<file path="config.mk">
export PLATFORM = sky130hd
export DESIGN_NAME = acc_ctrl
export DESIGN_NICKNAME = d
export VERILOG_FILES = /design/src/common/acc_pkg.sv /design/src/acc_ctrl.sv /design/src/acc_sync.sv /design/src/acc_timer.sv
export VERILOG_INCLUDE_DIRS = /design/src /design/src/common
export SDC_FILE = /design/constraint.sdc
export NUM_CORES = 1
export LEC_CHECK = 0
export ABC_CLOCK_PERIOD_IN_PS = 2110
export BUFFER_PORTS_ARGS = -buffer_cell sky130_fd_sc_hd__clkbuf_2
export CAP_MARGIN = 15
export CELL_PAD_IN_SITES_DETAIL_PLACEMENT = 2
export CELL_PAD_IN_SITES_GLOBAL_PLACEMENT = 2
export CORE_ASPECT_RATIO = 1.75
export CORE_UTILIZATION = 29
export DETAILED_ROUTE_END_ITERATION = 7
export PLACE_DENSITY = 0.76
export SLEW_MARGIN = 20
export SYNTH_ARGS = -nofsm -noshare
export SYNTH_HDL_FRONTEND = slang
export SYNTH_HIERARCHICAL = 1
export SYNTH_SLANG_ARGS = --single-unit
</file>
<file path="constraint.sdc">
create_clock -name clk -period 2.11 [get_ports clk]
set_input_delay 0.211 -clock clk [delete_from_list [all_inputs] [get_ports clk]]
set_output_delay 0.211 -clock clk [all_outputs]
set_load 0.03 [all_outputs]
</file>
<file path="src/common/acc_defs.svh">
// register offsets, field positions and timing counts of the conversion control block
`ifndef ACC_DEFS_SVH
`define ACC_DEFS_SVH
// byte offsets on the register bus
`define ACC_OFF_SC1 4'h0
`define ACC_OFF_SC2 4'h4
`define ACC_OFF_RES 4'h8
`define ACC_OFF_CMP 4'hc
// first status/control register fields
`define ACC_SC1_DONE 7
`define ACC_SC1_IEN 6
`define ACC_SC1_CONT 5
// second control register fields
`define ACC_SC2_ACT 7
`define ACC_SC2_TRG 6
`define ACC_SC2_CFE 5
`define ACC_SC2_CGT 4
// channel codes
`define ACC_CH_OFF 5'h1f
`define ACC_CH_LAST_AIN 5'h1b
`define ACC_CH_RSVD 5'h1c
`define ACC_CH_VREFH 5'h1d
`define ACC_CH_VREFL 5'h1e
// reset values
`define ACC_SC1_RST 8'h1f
`define ACC_SC2_RST 8'h00
// conversion time, 2500 ns at a 50 ns clock period
`define ACC_CONV_NS 2500
`define ACC_CLK_NS 50
`define ACC_CONV_CYC ((`ACC_CONV_NS + `ACC_CLK_NS - 1) / `ACC_CLK_NS)
`endif

</file>
<file path="src/common/acc_pkg.sv">
// types shared by the conversion control block
package acc_pkg;
   typedef enum logic [1:0] {ACC_OFF, ACC_IDLE, ACC_CONV} acc_state_e;
   typedef enum logic [1:0] {ACC_SRC_AIN, ACC_SRC_VREFH, ACC_SRC_VREFL, ACC_SRC_NONE} acc_src_e;
   typedef logic [9:0] acc_res_t;
endpackage : acc_pkg

</file>
<file path="src/acc_ctrl.sv">
// conversion control: status/control registers, sequencing, done flag and interrupt
`timescale 1ns/100ps
`include "acc_defs.svh"
module acc_ctrl #(
   parameter int CONV_CYCLES = `ACC_CONV_CYC
) (
   // clock, reset, enable
   input wire logic clk,
   input wire logic reset_n,
   input wire logic clk_en,
   // axi4-lite write address
   input wire logic [3:0] s_axi_awaddr,
   input wire logic s_axi_awvalid,
   output logic s_axi_awready,
   // axi4-lite write data
   input wire logic [31:0] s_axi_wdata,
   input wire logic [3:0] s_axi_wstrb,
   input wire logic s_axi_wvalid,
   output logic s_axi_wready,
   // axi4-lite write response
   output logic [1:0] s_axi_bresp,
   output logic s_axi_bvalid,
   input wire logic s_axi_bready,
   // axi4-lite read address
   input wire logic [3:0] s_axi_araddr,
   input wire logic s_axi_arvalid,
   output logic s_axi_arready,
   // axi4-lite read data
   output logic [31:0] s_axi_rdata,
   output logic [1:0] s_axi_rresp,
   output logic s_axi_rvalid,
   input wire logic s_axi_rready,
   // hardware trigger pin and analog front end
   input wire logic hw_trigger_in,
   input wire acc_pkg::acc_res_t sar_result,
   output logic [4:0] analog_select,
   output acc_pkg::acc_src_e input_source,
   output logic converter_power,
   output logic sample_start,
   // status
   output logic conversion_active,
   output logic done_irq
);
   import acc_pkg::*;

   typedef struct packed {
      logic aw_got;
      logic [3:0] aw_addr;
      logic w_got;
      logic [7:0] w_data;
      logic w_lane0;
      logic bvalid;
      logic [1:0] bresp;
      logic rvalid;
      logic [31:0] rdata;
      logic [1:0] rresp;
      logic done_flag;
      logic irq_en;
      logic cont;
      logic [4:0] chan;
      logic trig_hw;
      logic cmp_en;
      logic cmp_gt;
      acc_res_t cmp_val;
      acc_res_t result;
      acc_state_e state;
      acc_src_e src;
      logic power;
      logic start_p;
      logic irq;
      logic aw_rdy;
      logic w_rdy;
      logic ar_rdy;
      logic active;
   } acc_ctrl_s;
   acc_ctrl_s st_r;
   acc_ctrl_s st_nxt;

   logic trg_rise;
   logic tmr_done;
   logic cmp_true;
   logic wr_fire;
   logic wr_sc1;
   logic rd_fire;
   logic rd_res;

   // the conversion timer counts in 16 bits
   if (CONV_CYCLES < 1 || CONV_CYCLES > 65535) begin : g_bad_conv
      $error("acc_ctrl: CONV_CYCLES out of range");
   end

   // ***************************************************************
   // channel decode
   // ***************************************************************

   // source kind for a channel code; the reserved code isolates the input
   function automatic acc_src_e chan_src(input logic [4:0] ch);
      if (ch <= `ACC_CH_LAST_AIN) begin
         chan_src = ACC_SRC_AIN;
      end else if (ch == `ACC_CH_VREFH) begin
         chan_src = ACC_SRC_VREFH;
      end else if (ch == `ACC_CH_VREFL) begin
         chan_src = ACC_SRC_VREFL;
      end else begin
         chan_src = ACC_SRC_NONE;
      end
   endfunction : chan_src

   // ***************************************************************
   // submodules
   // ***************************************************************

   // the trigger comes from another timer block, treat it as asynchronous
   acc_sync acc_sync_inst (
      .clk(clk),
      .reset_n(reset_n),
      .clk_en(clk_en),
      .async_in(hw_trigger_in),
      .level_out(),
      .rise_out(trg_rise)
   );

   acc_timer #(.CYCLES(CONV_CYCLES)) acc_timer_inst (
      .clk(clk),
      .reset_n(reset_n),
      .clk_en(clk_en),
      .start(st_r.start_p),
      .abort(st_r.state == ACC_OFF),
      .busy(),
      .done(tmr_done)
   );

   // compare: less-than by default, greater-or-equal when selected
   assign cmp_true = st_r.cmp_gt ? (sar_result >= st_r.cmp_val) : (sar_result < st_r.cmp_val);

   assign wr_fire = st_r.aw_got && st_r.w_got && !st_r.bvalid;
   assign wr_sc1 = wr_fire && st_r.aw_addr == `ACC_OFF_SC1 && st_r.w_lane0;
   assign rd_fire = s_axi_arvalid && !st_r.rvalid;
   assign rd_res = rd_fire && s_axi_araddr == `ACC_OFF_RES;

   // ***************************************************************
   // next state
   // ***************************************************************

   always_comb begin
      logic start_now;
      logic conv_end;
      start_now = 1'b0;
      conv_end = 1'b0;
      st_nxt = st_r;
      st_nxt.start_p = 1'b0;

      // bus: capture address and data independently, respond when both are held
      if (s_axi_awvalid && !st_r.aw_got) begin
         st_nxt.aw_got = 1'b1;
         st_nxt.aw_addr = s_axi_awaddr;
      end
      if (s_axi_wvalid && !st_r.w_got) begin
         st_nxt.w_got = 1'b1;
         st_nxt.w_data = s_axi_wdata[7:0];
         st_nxt.w_lane0 = s_axi_wstrb[0];
      end
      if (st_r.bvalid && s_axi_bready) begin
         st_nxt.bvalid = 1'b0;
      end
      if (st_r.rvalid && s_axi_rready) begin
         st_nxt.rvalid = 1'b0;
      end

      // register writes; only byte lane 0 carries data
      if (wr_fire) begin
         st_nxt.aw_got = 1'b0;
         st_nxt.w_got = 1'b0;
         st_nxt.bvalid = 1'b1;
         st_nxt.bresp = 2'b00;
         if (st_r.w_lane0) begin
            unique case (st_r.aw_addr)
               `ACC_OFF_SC1: begin
                  st_nxt.irq_en = st_r.w_data[`ACC_SC1_IEN];
                  st_nxt.cont = st_r.w_data[`ACC_SC1_CONT];
                  st_nxt.chan = st_r.w_data[4:0];
               end
               `ACC_OFF_SC2: begin
                  st_nxt.trig_hw = st_r.w_data[`ACC_SC2_TRG];
                  st_nxt.cmp_en = st_r.w_data[`ACC_SC2_CFE];
                  st_nxt.cmp_gt = st_r.w_data[`ACC_SC2_CGT];
               end
               `ACC_OFF_CMP: begin
                  st_nxt.cmp_val[7:0] = st_r.w_data;
               end
               `ACC_OFF_RES: begin
                  st_nxt.bresp = 2'b10; // result is read-only
               end
               default: begin
                  st_nxt.bresp = 2'b10;
               end
            endcase
         end
         if (!(st_r.aw_addr inside {`ACC_OFF_SC1, `ACC_OFF_SC2, `ACC_OFF_RES, `ACC_OFF_CMP})) begin
            st_nxt.bresp = 2'b10;
         end
      end

      // conversion sequencing
      // a done that meets a restart belongs to the aborted run, drop it
      conv_end = tmr_done && st_r.state == ACC_CONV && !st_r.start_p;
      unique case (st_r.state)
         ACC_OFF, ACC_IDLE: begin
            if (st_r.trig_hw && trg_rise && st_r.chan != `ACC_CH_OFF) begin
               start_now = 1'b1;
            end
         end
         ACC_CONV: begin
            if (conv_end) begin
               if (st_r.cont) begin
                  start_now = 1'b1;
               end else begin
                  st_nxt.state = ACC_IDLE;
                  st_nxt.power = 1'b0;
               end
            end
         end
      endcase
      if (conv_end) begin
         st_nxt.result = sar_result;
         if (!st_r.cmp_en || cmp_true) begin
            st_nxt.done_flag = 1'b1;
         end
         if (st_r.cmp_en && !cmp_true) begin
            st_nxt.result = st_r.result; // result held when compare fails
         end
      end

      // a control write aborts; restart only in software mode and channel not off
      if (wr_sc1) begin
         st_nxt.done_flag = 1'b0;
         if (st_nxt.chan == `ACC_CH_OFF) begin
            start_now = 1'b0;
            st_nxt.state = ACC_OFF;
            st_nxt.power = 1'b0;
         end else if (!st_r.trig_hw) begin
            start_now = 1'b1;
         end else begin
            start_now = 1'b0;
            st_nxt.state = ACC_IDLE;
            st_nxt.power = 1'b0;
         end
      end
      if (start_now) begin
         st_nxt.state = ACC_CONV;
         st_nxt.power = 1'b1;
         st_nxt.start_p = 1'b1;
      end
      st_nxt.src = st_nxt.state == ACC_OFF ? ACC_SRC_NONE : chan_src(st_nxt.chan);

      // register reads; a read of the low result clears the flag unless it sets now
      if (rd_fire) begin
         st_nxt.rvalid = 1'b1;
         st_nxt.rresp = 2'b00;
         st_nxt.rdata = 32'h0000_0000;
         unique case (s_axi_araddr)
            `ACC_OFF_SC1: begin
               st_nxt.rdata[7:0] = {st_r.done_flag, st_r.irq_en, st_r.cont, st_r.chan};
            end
            `ACC_OFF_SC2: begin
               st_nxt.rdata[7:0] = {st_r.state == ACC_CONV, st_r.trig_hw, st_r.cmp_en,
                                    st_r.cmp_gt, 4'h0};
            end
            `ACC_OFF_RES: begin
               st_nxt.rdata[9:0] = st_r.result;
            end
            `ACC_OFF_CMP: begin
               st_nxt.rdata[9:0] = st_r.cmp_val;
            end
            default: begin
               st_nxt.rresp = 2'b10;
            end
         endcase
         if (rd_res && !(conv_end && (!st_r.cmp_en || cmp_true))) begin
            st_nxt.done_flag = 1'b0;
         end
      end

      // level interrupt while flag and enable are both high
      st_nxt.irq = st_nxt.done_flag && st_nxt.irq_en;

      // readies and activity kept as flops so no output passes a gate
      st_nxt.aw_rdy = !st_nxt.aw_got;
      st_nxt.w_rdy = !st_nxt.w_got;
      st_nxt.ar_rdy = !st_nxt.rvalid;
      st_nxt.active = st_nxt.state == ACC_CONV;
   end

   // ***************************************************************
   // state register
   // ***************************************************************

   always_ff @(posedge clk) begin
      if (!reset_n) begin
         st_r <= '0;
         st_r.chan <= 5'(`ACC_SC1_RST);
         st_r.state <= ACC_OFF;
         st_r.src <= ACC_SRC_NONE;
         // slave free from the first edge after release
         st_r.aw_rdy <= 1'b1;
         st_r.w_rdy <= 1'b1;
         st_r.ar_rdy <= 1'b1;
      end else if (clk_en) begin
         st_r <= st_nxt;
      end
   end

   // outputs straight from the state register
   assign s_axi_awready = st_r.aw_rdy;
   assign s_axi_wready = st_r.w_rdy;
   assign s_axi_bvalid = st_r.bvalid;
   assign s_axi_bresp = st_r.bresp;
   assign s_axi_arready = st_r.ar_rdy;
   assign s_axi_rvalid = st_r.rvalid;
   assign s_axi_rdata = st_r.rdata;
   assign s_axi_rresp = st_r.rresp;
   assign analog_select = st_r.chan;
   assign input_source = st_r.src;
   assign converter_power = st_r.power;
   assign sample_start = st_r.start_p;
   assign conversion_active = st_r.active;
   assign done_irq = st_r.irq;
endmodule : acc_ctrl

</file>
<file path="src/acc_sync.sv">
// three-stage synchroniser with agreement filter and rising-edge pulse
`timescale 1ns/100ps
module acc_sync (
   // clocking
   input wire logic clk,
   input wire logic reset_n,
   input wire logic clk_en,
   // pin side
   input wire logic async_in,
   // synchronous side
   output logic level_out,
   output logic rise_out
);
   typedef struct packed {
      logic s1;
      logic s2;
      logic s3;
      logic lvl;
      logic rise;
   } acc_sync_s;
   acc_sync_s st_r;
   acc_sync_s st_nxt;

   // a change counts only once the second and third stages agree
   always_comb begin
      st_nxt = st_r;
      st_nxt.s1 = async_in;
      st_nxt.s2 = st_r.s1;
      st_nxt.s3 = st_r.s2;
      st_nxt.rise = 1'b0;
      if (st_r.s2 == st_r.s3) begin
         st_nxt.lvl = st_r.s3;
         st_nxt.rise = st_r.s3 & ~st_r.lvl;
      end
   end

   always_ff @(posedge clk) begin
      if (!reset_n) begin
         st_r <= '0;
      end else if (clk_en) begin
         st_r <= st_nxt;
      end
   end

   assign level_out = st_r.lvl;
   assign rise_out = st_r.rise;
endmodule : acc_sync

</file>
<file path="src/acc_timer.sv">
// conversion timer: counts a fixed number of cycles after a start
`timescale 1ns/100ps
module acc_timer #(
   parameter int CYCLES = 50
) (
   // clocking
   input wire logic clk,
   input wire logic reset_n,
   input wire logic clk_en,
   // control
   input wire logic start,
   input wire logic abort,
   // status
   output logic busy,
   output logic done
);
   typedef struct packed {
      logic [15:0] cnt;
      logic busy;
      logic done;
   } acc_timer_s;
   acc_timer_s st_r;
   acc_timer_s st_nxt;

   // the count register is 16 bits wide, refuse anything it cannot hold
   if (CYCLES < 1 || CYCLES > 65535) begin : g_bad_cycles
      $error("acc_timer: CYCLES out of range");
   end

   // a start restarts the count even when busy, so an abort-and-restart is one pulse
   always_comb begin
      st_nxt = st_r;
      st_nxt.done = 1'b0;
      if (start) begin
         st_nxt.busy = 1'b1;
         st_nxt.cnt = 16'(CYCLES - 1);
      end else if (abort) begin
         st_nxt.busy = 1'b0;
      end else if (st_r.busy) begin
         if (st_r.cnt == 16'h0000) begin
            st_nxt.busy = 1'b0;
            st_nxt.done = 1'b1;
         end else begin
            st_nxt.cnt = st_r.cnt - 16'h0001;
         end
      end
   end

   always_ff @(posedge clk) begin
      if (!reset_n) begin
         st_r <= '0;
      end else if (clk_en) begin
         st_r <= st_nxt;
      end
   end

   assign busy = st_r.busy;
   assign done = st_r.done;
endmodule : acc_timer

</file>
==> results of run 1 <==
kinds of logic (layout without fill, tap and decap cells):
family,count (synthesis),in the layout
AO/OA/AOI/OAI,105,105
AND/OR/NAND/NOR,194,194
flip-flops,92,92
buffers and inverters,87,145
adder cells (fa/ha/maj),9,9
other,1,24
multiplexers,45,45
critical path: cells and delay by family, from the launching register on:
family / cells / cell delay, ns
buffers and inverters: 3 / 0.38
DFF: 1 / 0.36
and+or+nand+nor: 2 / 0.23
adders and majority gates: 1 / 0.16
AOI/OAI and AO/OA: 4 / 0.97
layout make-up:
cell class / instances / area share, %
sequential: 92 / 30.4
clock inverter: 7 / 1.74
multi-input combinational: 377 / 46.7
timing repair buffer: 110 / 11.7
inverter: 19 / 1.17
clock buffer: 9 / 3.69
tap: 224 / 4.59
through the flow:
step	utilization (%)	TNS (ns)	cells	hold slack [ns]	worst slack [ns]
2_1_floorplan	-	0	556	0.356	0.0263
3_3_place_gp	33.1	-0.321	814	0.450	-0.0522
3_5_place_dp	33.1	-1.64	814	0.468	-0.149
4_1_cts	35.7	-0.472	831	0.0936	-0.104
5_1_grt	37.1	-2.07	838	0.109	-0.207
6_report	37.1	-0.846	838	0.0942	-0.115
repair_timing:
| item | in CTS | in global routing |
|---|---|---|
| endpoints found under the setup margin | 25 | 26 |
| gates resized for setup | 19 | 38 |
| endpoints found under the hold margin | 0 | 0 |
| setup buffers | 1 | 7 |
| pin swaps | 7 | 14 |
report_power, final:
group	switching (mW)	internal (mW)
clock network	0.772	1.06
registers	0.0257	1.76
logic	0.228	0.129
total	1.03	2.95
cells in the mapped netlist, drive strengths merged, types with 2 or more instances:
library cell,count
nor2b,43
nor2,18
buf,50
o31ai,3
or3,8
nor3,7
a22oi,10
o311ai,2
and3,3
nor4,7
nand3b,3
a21o,2
or4,10
a211oi,3
nand4,2
a21oi,21
o211ai,6
and2,4
mux2,4
dfxtp,92
o21a,2
or4b,2
mux2i,37
ha,9
clkbuf,18
and3b,2
or2,7
nor3b,4
o21ai,12
mux4,4
a311oi,4
inv,19
o32ai,3
nand4b,3
o22a,2
nor4bb,2
a22o,4
nand2,58
o31a,3
o211a,2
nand3,7
a21boi,19
metal layers:
layer	part of all wire (%)	wire length (µm)
met1	36	5620
met2	59	9270
met3	1.9	290
met4	3.1	486
met5	0	0
how the worst min path moves through the flow:
stage,startpoint,to,slack [ns]
floorplan,s_axi_wvalid,st_r[89],0.36
global placement,acc_timer_inst/st_r[16],acc_timer_inst/st_r[16],0.45
detailed placement,s_axi_wdata[4],st_r[85],0.47
CTS,s_axi_wdata[4],st_r[85],0.09
global route,s_axi_wdata[5],st_r[86],0.11
finish,s_axi_wdata[6],st_r[87],0.09
flip-flops by register name, summed over array words and instances (netlist names), 2 cells and up:
name and count:
input_source 2, acc_timer_inst/st_r 16, analog_select 5, s_axi_rdata 10, st_r 41, acc_sync_inst/st_nxt 2
==> results_dict.tcl, run 1 <==
set metrics [dict create \
    place.gp.congestion 0.787 \
    filler_cells 1857 \
    multiInputGateArea_mm2 0.00285 \
    pins_over_their_slew_limit 0 \
    synth.yosys.warnings 6 \
    grt_setup_unrepaired "yes" \
    synthAdderAreaFrac_pct 2.31 \
    die_x_um 99.9 \
    clockRootBuffer "clkbuf_16" \
    top_level_ports 115 \
    clock_skew_ns 0.00675 \
    synthDistinctLibCells 66 \
    max_freq_ghz 0.449 \
    worstReg2RegStart "st_r[27]" \
    synth-edff-count 0 \
    post_dp_cell_area_mm2 0.00544 \
    cts_tree "yes" \
    final_min_period_over_clock_period_pct 105 \
    timing.critical_path.to "done_irq" \
    critical_path.endpoint_type "flop" \
    static_leakage_nw 2.45 \
    avgViaCountPerCell 4.94 \
    synth_seq_cells 92 \
    top_fanout_value_on_the_critical_path 6 \
    power_mw 3.98 \
    detailedRoute.firstPassIterationCount 4 \
    post-synth-top-area-fraction_pct 37.8 \
    timing.critical_path.slowest_stage_cell "dfxtp_2" \
    num_antenna_cells 0 \
    crit_path_cell_trace "inv_2 -> ha_4 -> a2111oi_4 -> buf_4 -> nand3_1 -> o2111ai_4 -> o32ai_4 -> buf_12 -> a311oi_2 -> nor3b_2" \
    global_route.peak_usage_layer "met2" \
    drcViolationCount 0 \
    max_cap_violations 0 \
    route.vias.total 4141 \
    outcome "complete, but fails checks" \
    die_height_um 173 \
    layout.nets 681 \
    clk_pin_slew_worst_paths_ns 0.07 \
    failed_checks "setup timing" \
    drt.antenna.violating_nets 0 \
    core-area_mm2 0.0164 \
    first_iter_violations 69 \
    yosysSeqAreaShare_pct 37.8 \
    yosys.area_share.xor_xnor_pct 0 \
    cts_inserted_buffers 9 \
    post-route-worst-setup-slack_ns -0.115 \
    timing.slew.headroom_pct 53.2 \
    placement_rows 62 \
    grt_antenna_before_repair 0 \
    synth_top_family_by_area "simple AND/OR/NAND/NOR gates" \
    syn-mean-instance-area_um2 9.13 \
    leading_cell_types_in_the_layout_fill_and_taps_excluded "82 x dfxtp_1, 63 x clkbuf_2, 57 x nand2_1, 42 x nor2b_1, 42 x buf_4" \
    yosys-top-cells-area "dfxtp_1 38%, mux2i_1 7.6%, buf_4 6.6%" \
    power.ir.vdd_worst_mv 0.369 \
    synth-main-ff-cell "dfxtp_1" \
    grt_start_max_net_pins 63 \
    layout_commonest_cell "dfxtp_1" \
    timing.critical_path.required_ns 2.34 \
    clock_tree.buffer_depth 2 \
    ratio_of_cells_with_drive_above_1_in_the_final_layout_pct 31.8 \
    pwr_density_cell_mw_per_mm2 652 \
    met3_usage_pct 2.22 \
    grt_pass1_wl_mm 24.0 \
    async_flop_share_pct 0 \
    synth.largest_area_cell "dfxtp_1" \
    globalRouteOverflowTotal 0 \
    worst_slew_pin_slew_ns 0.693 \
    critPathLaunch "st_r[27]" \
    worst_hold_path_type "in2reg" \
    clkLatencyLatePin_ns 0.35 \
    die_area_mm2 0.0173 \
    global_route.usage.total_pct 17.9 \
    cts.sinks 92 \
    crit_arrival_ns 2.46 \
    netlist_instances 533 \
    hold_violations 0 \
    cts_hold_repair.buffers 0 \
    hpwl_mm 11.3 \
    timing.critical_path.slowest_cell_delay_ns 0.36 \
    reg2regPathDepth 10 \
    regToRegSetupSlack_ns -0.11 \
    design_area_mm2 0.00610 \
    setup_viol 12 \
    drt-wirelength-per-cell_um 18.7 \
    finalCriticalPeriod_ns 2.22 \
    area_growth_syn_to_layout_pct 25.3 \
    synth.area.mux_share_pct 10.4 \
    cts.htree.levels 3 \
    grt_pass1_vias 4638 \
    cp-start-kind "flop" \
    synth-compound-area-share_pct 16.2 \
    path_class "reg2reg" \
    synth.cell_area_mm2 0.00487 \
    synth_simple_gate_area_share_pct 22.6 \
    worstHoldPathCells 3 \
    worst_r2r_endpoint "done_irq" \
    gr-usage-met2_pct 36.3 \
    io_buffers 63 \
    sequential_cell_area_mm2 0.00185 \
    floorplan.initialDensity_pct 29.6 \
    globalRouteMet1Util_pct 17.2 \
    totalWireLength_mm 15.7 \
]
Note: power is estimated with default switching activity, not from simulation.
==> inputs of run 2 (changes only) <==
--- a/config.mk
+++ b/config.mk
@@ -12,11 +12,11 @@
 export CELL_PAD_IN_SITES_DETAIL_PLACEMENT = 2
 export CELL_PAD_IN_SITES_GLOBAL_PLACEMENT = 2
 export CORE_ASPECT_RATIO = 1.75
-export CORE_UTILIZATION = 29
+export CORE_UTILIZATION = 28
 export DETAILED_ROUTE_END_ITERATION = 7
-export PLACE_DENSITY = 0.76
+export PLACE_DENSITY = 0.75
+export RECOVER_POWER = 100
 export SLEW_MARGIN = 20
 export SYNTH_ARGS = -nofsm -noshare
 export SYNTH_HDL_FRONTEND = slang
-export SYNTH_HIERARCHICAL = 1
 export SYNTH_SLANG_ARGS = --single-unit
==> results_dict.tcl, run 2 <==
set metrics [dict create \
    outcome "complete, but fails checks" \
    failed_checks "setup timing" \
    reg2regPathDepth 10 \
    hold_start "s_axi_wdata[2]" \
    hold_violations 0 \
    timing.critical_path.slowest_cell_delay_ns 0.34 \
    filler_cells 1944 \
    clockRootBuffer "clkbuf_16" \
    worstHoldPathCells 3 \
    final_min_period_over_clock_period_pct 103 \
    cts_inserted_buffers 9 \
    yosys-top-cells-area "dfxtp_1 39%, buf_4 6.9%, nand2_1 6.4%" \
    worstReg2RegStart "st_r[25]" \
    floorplan.initialDensity_pct 28.6 \
    cts_hold_repair.buffers 0 \
    dr.max_layer_used "met4" \
    setup_viol 3 \
    finalCriticalPeriod_ns 2.18 \
    die_height_um 173 \
    synth.yosys.warnings 0 \
    whs_endpoint "st_r[83]" \
    die_x_um 100 \
    first_iter_violations 125 \
    io_buffers 63 \
    placement_rows 62 \
    worst_slew_pin_slew_ns 0.769 \
    layout_commonest_cell "dfxtp_1" \
    pins_over_their_slew_limit 0 \
    core-area_mm2 0.0164 \
    post-synth-top-area-fraction_pct 39.2 \
    yosysSeqAreaShare_pct 39.2 \
    cts.htree.levels 3 \
    drt.antenna.violating_nets 0 \
    crit_path_cell_trace "inv_2 -> ha_4 -> a21oi_2 -> nand2_2 -> a221oi_2 -> buf_4 -> mux2i_4 -> a21oi_2 -> buf_4 -> o311a_1" \
    dp.cells 818 \
    timing.slew.headroom_pct 48.7 \
    globalRouteOverflowTotal 0 \
    clkLatencyLatePin_ns 0.35 \
    fin_worst_hold_slack_ns 0.0944 \
    static_leakage_nw 2.25 \
    final_instance_count_without_filler_cells 839 \
    global_route.usage.total_pct 18.0 \
    post-route-worst-setup-slack_ns -0.0712 \
    clk_pin_slew_worst_paths_ns 0.07 \
    power_mw 3.92 \
    regToRegSetupSlack_ns -0.07 \
    die_area_mm2 0.0173 \
    pwr_density_cell_mw_per_mm2 700 \
    layout.nets 682 \
    synth_seq_cells 92 \
    grt_start_max_net_pins 33 \
    worst_r2r_endpoint "done_irq" \
    multiInputGateArea_mm2 0.00252 \
    synth_most_common_cell "dfxtp_1" \
    cts_tree "yes" \
    synth-edff-count 0 \
    ratio_of_cells_with_drive_above_1_in_the_final_layout_pct 19.3 \
    max_freq_ghz 0.458 \
    grt_pass1_wl_mm 23.9 \
    wl_met2_mm 9.00 \
    max_cap_violations 0 \
    power.ir.vdd_worst_mv 0.329 \
    detailedRoute.firstPassIterationCount 4 \
    synth-main-ff-cell "dfxtp_1" \
    synthDistinctLibCells 63 \
    largest_register_ffs 41 \
    leading_cell_types_in_the_layout_fill_and_taps_excluded "88 x dfxtp_1, 79 x nand2_1, 36 x clkbuf_2, 35 x nor2_1" \
    timing.critical_path.slowest_stage_cell "dfxtp_2" \
    avgViaCountPerCell 4.83 \
    clock_tree.buffer_depth 2 \
    routedLengthMet1_mm 5.18 \
    worst_hold_path_type "in2reg" \
    totalWireLength_mm 15.0 \
    hpwl_mm 11.4 \
    num_antenna_cells 0 \
    place.gp.congestion 0.804 \
    length_of_routed_met3_wiring_um 382 \
    synth.largest_area_cell "dfxtp_1" \
    grt_pass1_vias 4581 \
    sequential_cell_area_mm2 0.00185 \
    timing.critical_path.required_ns 2.35 \
    yosys-top-cells-count "92 x dfxtp_1, 80 x nand2_1, 43 x buf_4" \
    biggest_register "st_r" \
    grt_antenna_before_repair 0 \
    netlist_instances 540 \
    async_flop_share_pct 0 \
    area_growth_syn_to_layout_pct 19.1 \
    critical_path.endpoint_type "flop" \
    drcViolationCount 0 \
    synth.cell_area_mm2 0.00470 \
    route.vias.total 4051 \
    drt-wirelength-per-cell_um 17.9 \
    path_class "reg2reg" \
    total_negative_slack_ns -0.0869 \
    top_level_ports 115 \
    grt_setup_unrepaired "yes" \
    cts.sinks 92 \
    cp-start-kind "flop" \
    syn-mean-instance-area_um2 8.71 \
    top_fanout_value_on_the_critical_path 3 \
    clock_skew_ns 0.00980 \
    crit_arrival_ns 2.42 \
]
run 2: cell count changes after synthesis, sizes merged, moves of 6 or more:
| cell | change |
|---|---|
| a21oi | -12 |
| nor2 | +19 |
| nand3 | +9 |
| o21ai | +8 |
| mux2i | -8 |
| nor2b | -9 |
| nand2 | +22 |
| xor2 | +9 |
| or3 | -6 |
run 2: power breakdown:
part | switching, mW | internal, mW | total (mW) | leakage [nW]
Clock | 0.733 | 1.04 | 1.77 | 0.149
Sequential | 0.0298 | 1.76 | 1.79 | 0.747
Combinational | 0.234 | 0.120 | 0.354 | 1.35
run 2: final cells by class:
cell class / instances / share of cell area (%)
Clock buffer: 10 / 4.09
Clock inverter: 6 / 1.59
Inverter: 17 / 1.14
Multi-Input combinational cell: 386 / 45.0
Sequential cell: 92 / 33.0
Tap cell: 224 / 5.00
Timing Repair Buffer: 104 / 10.2
run 2: per-layer routing:
layer	track usage (%)	vias up
li1	-	1926
met1	16.6	2028
met2	36.9	73
met3	3.02	24
met4	7.35	0
met5	0	-
run 2: critical path, delay by kind of cell, from the launching register on:
kind	cells	cell delay [ns]
AOI/OAI and AO/OA	4	0.83
DFF	1	0.34
buffers and inverters	3	0.36
adders and majority gates	1	0.22
and+or+nand+nor	1	0.10
muxes	1	0.22
run 2: through the flow:
stage	utilization, %	worst slack [ns]	cell area, µm²
finish	34.1	-0.0712	5600
floorplan	-	0.0991	4790
global placement	31.8	-0.140	5230
detailed placement	31.8	-0.220	5230
global route	34.1	-0.123	5600
CTS	34.3	0.0169	5640
run 2: cells by family (layout without fill, tap and decap cells):
kind of cell    after synthesis  after routing  share of synthesized area [%]
other cells                   1             24                         0.0798
mux                          37             37                           9.05
fa+ha+maj                     9              9                           2.39
buf+inv                      85            137                           10.5
compound gates               96             96                           14.1
flops                        92             92                           39.2
xor+xnor                     13             13                           2.42
simple gates                207            207                           22.3
run 2: worst max path at each step:
stage                         from        to  slack, ns
final                     st_r[25]  done_irq      -0.07
after global routing      st_r[25]  done_irq      -0.12
after CTS                 st_r[25]  done_irq       0.02
after detailed placement  st_r[25]  done_irq      -0.22
after global placement    st_r[25]  done_irq      -0.14
after floorplan           st_r[25]  st_r[11]        0.1
run 2: repair_timing:
item / CTS / global route
endpoints found under the setup margin: 12 / 21
pin swaps: 6 / 3
buffers inserted: 2 / 3
resized for setup: 14 / 7
==> inputs of run 3 (changes only) <==
--- a/config.mk
+++ b/config.mk
@@ -14,8 +14,10 @@
 export CORE_ASPECT_RATIO = 1.75
 export CORE_UTILIZATION = 28
 export DETAILED_ROUTE_END_ITERATION = 7
+export MAX_ROUTING_LAYER = met4
 export PLACE_DENSITY = 0.75
 export RECOVER_POWER = 100
+export SETUP_SLACK_MARGIN = 0.15
 export SLEW_MARGIN = 20
 export SYNTH_ARGS = -nofsm -noshare
 export SYNTH_HDL_FRONTEND = slang
==> results_dict.tcl, run 3 (synthesis results as in run 2) <==
set metrics [dict create \
    cp.buffers_inverters 2 \
    seq_power_share_pct 47.5 \
    detailedRoute.firstPassIterationCount 4 \
    p_int_mw 2.74 \
    crit_path_cell_trace "inv_2 -> ha_4 -> or3b_1 -> nor4_4 -> clkbuf_1 -> nor2_4 -> nand3b_1 -> xor2_1 -> nor2_1" \
    drt-wirelength-per-cell_um 17.5 \
    totalWireLength_mm 14.9 \
    cp-start-kind "flop" \
    timing.critical_path.slowest_cell_delay_ns 0.41 \
    design_area_mm2 0.00579 \
    grt_pass1_wl_mm 23.5 \
    grt_setup_unrepaired "yes" \
    final_min_period_over_clock_period_pct 101 \
    pwr_density_cell_mw_per_mm2 651 \
    biggest_register "st_r" \
    timing.critical_path.required_ns 2.33 \
    globalRouteOverflowTotal 0 \
    failed_checks "setup timing" \
    outcome "complete, but fails checks" \
    cts_inserted_buffers 9 \
    timing.slew.headroom_pct 56.9 \
    timing.critical_path.slowest_stage_cell "or3b_1" \
    post-route-worst-setup-slack_ns -0.0288 \
    hpwl_mm 11.0 \
    ratio_of_cells_with_drive_above_1_in_the_final_layout_pct 23.4 \
    clockRootBuffer "clkbuf_16" \
    clock_skew_ns 0.0130 \
    clkLatencyLatePin_ns 0.35 \
    layout.nets 692 \
    place.gp.congestion 0.813 \
    grt_pass1_vias 4657 \
    floorplan.initialDensity_pct 28.6 \
    multiInputGateArea_mm2 0.00262 \
    path_class "reg2reg" \
    filler_cells 1902 \
    avgViaCountPerCell 4.84 \
    worst_slew_pin_slew_ns 0.646 \
    static_leakage_nw 2.32 \
    clk_pin_slew_worst_paths_ns 0.08 \
    netSwitchingFraction_pct 27.3 \
    setup_viol 3 \
    pins_over_their_slew_limit 0 \
    global_route.usage.total_pct 18.1 \
    max_cap_violations 0 \
    sequential_cell_area_mm2 0.00185 \
    layout_commonest_cell "dfxtp_1" \
    io_buffers 63 \
    max_freq_ghz 0.468 \
    final_core_utilization_pct 35.2 \
    power.ir.vdd_worst_mv 0.310 \
    area_growth_syn_to_layout_pct 23.1 \
    worst_hold_path_type "in2reg" \
    worst_path_dominant_cell_family "simple AND/OR/NAND/NOR gates" \
    top_fanout_value_on_the_critical_path 5 \
    num_antenna_cells 0 \
    drt.antenna.violating_nets 0 \
    placement_rows 62 \
    leading_cell_types_in_the_layout_fill_and_taps_excluded "87 x dfxtp_1, 77 x nand2_1, 38 x buf_4, 35 x clkbuf_1, 35 x clkbuf_2" \
    grt_start_max_net_pins 44 \
    die_height_um 173 \
    top_level_ports 115 \
    power.combinational.fraction_pct 9.5 \
    grt_antenna_before_repair 0 \
    finalCriticalPeriod_ns 2.14 \
    cts.sinks 92 \
    post_dp_cell_area_mm2 0.00526 \
    power.clock.fraction_pct 43.0 \
    clock_tree.buffer_depth 2 \
    core-area_mm2 0.0164 \
    crit_arrival_ns 2.36 \
    net-switching-power_mw 1.03 \
    hold_violations 0 \
    route.vias.total 4109 \
    critical_path.endpoint_type "flop" \
    die_area_mm2 0.0173 \
    cts.htree.levels 3 \
    largest_register_ffs 41 \
    first_iter_violations 79 \
    die_x_um 100 \
    drcViolationCount 0 \
    cts_tree "yes" \
]
==> run 3: power by group through the flow <==
stage	Combinational, mW	Sequential, mW	Clock, mW
6_report	0.359	1.79	1.62
2_1_floorplan	0.250	1.83	0
3_5_place_dp	0.347	1.83	0
5_1_grt	0.389	1.79	1.74
4_1_cts	0.363	1.79	1.65
3_3_place_gp	0.335	1.83	0
==> run 3: final timing paths <==
path,from,end,slack (ns),cells after the start
max,acc_timer_inst.st_r[3],acc_timer_inst.st_r[17],-0.03,9
min,s_axi_wdata[2],st_r[83],0.08,3
max reg2reg,acc_timer_inst.st_r[3],acc_timer_inst.st_r[17],-0.03,9
min reg2reg,acc_sync_inst.rise_out,acc_sync_inst.rise_out,0.47,2
==> run 3: worst register-to-register path: stages (launching register included) <==
cell      delay (ns)
dfxtp_1         0.35
inv_2           0.08
ha_4            0.13
or3b_1          0.41
nor4_4          0.31
clkbuf_1        0.25
nor2_4          0.10
nand3b_1        0.12
xor2_1          0.20
nor2_1          0.07
==> run 3: per-layer routing <==
layer  vias up  global-route usage [%]  wire (µm)
met5         -                       -          0
met2        87                    36.9       8920
met3        34                    2.38        381
met4         0                    7.90        481
met1      2029                    15.8       5070
li1       1959                       -          -
==> run 3: through the flow <==
stage	setup WS (ns)	hold WS, ns	total power [mW]	cells	TNS, ns
final	-0.0288	0.0849	3.77	849	-0.0481
after global routing	-0.131	0.0904	3.93	849	-1.58
after CTS	-0.0120	0.0884	3.80	844	-0.0120
after detailed placement	-0.291	0.458	2.18	817	-2.22
after global placement	-0.181	0.442	2.16	817	-0.772
after floorplan	0.163	0.353	2.08	563	0
==> run 3: what timing repair did <==
| action | CTS | global route |
|---|---|---|
| buffers inserted | 11 | 5 |
| hold buffers | 0 | 0 |
| gates resized for setup | 30 | 23 |
| pin swaps | 13 | 9 |
| endpoints found under the setup margin | 27 | 29 |
==> run 3: layout make-up <==
cell class | count | area share, %
multi-input combinational | 386 | 45.3
tap | 224 | 4.84
sequential | 92 | 31.9
clock inverter | 6 | 0.886
clock buffer | 10 | 4.13
timing repair buffer | 114 | 11.8
inverter | 17 | 1.10
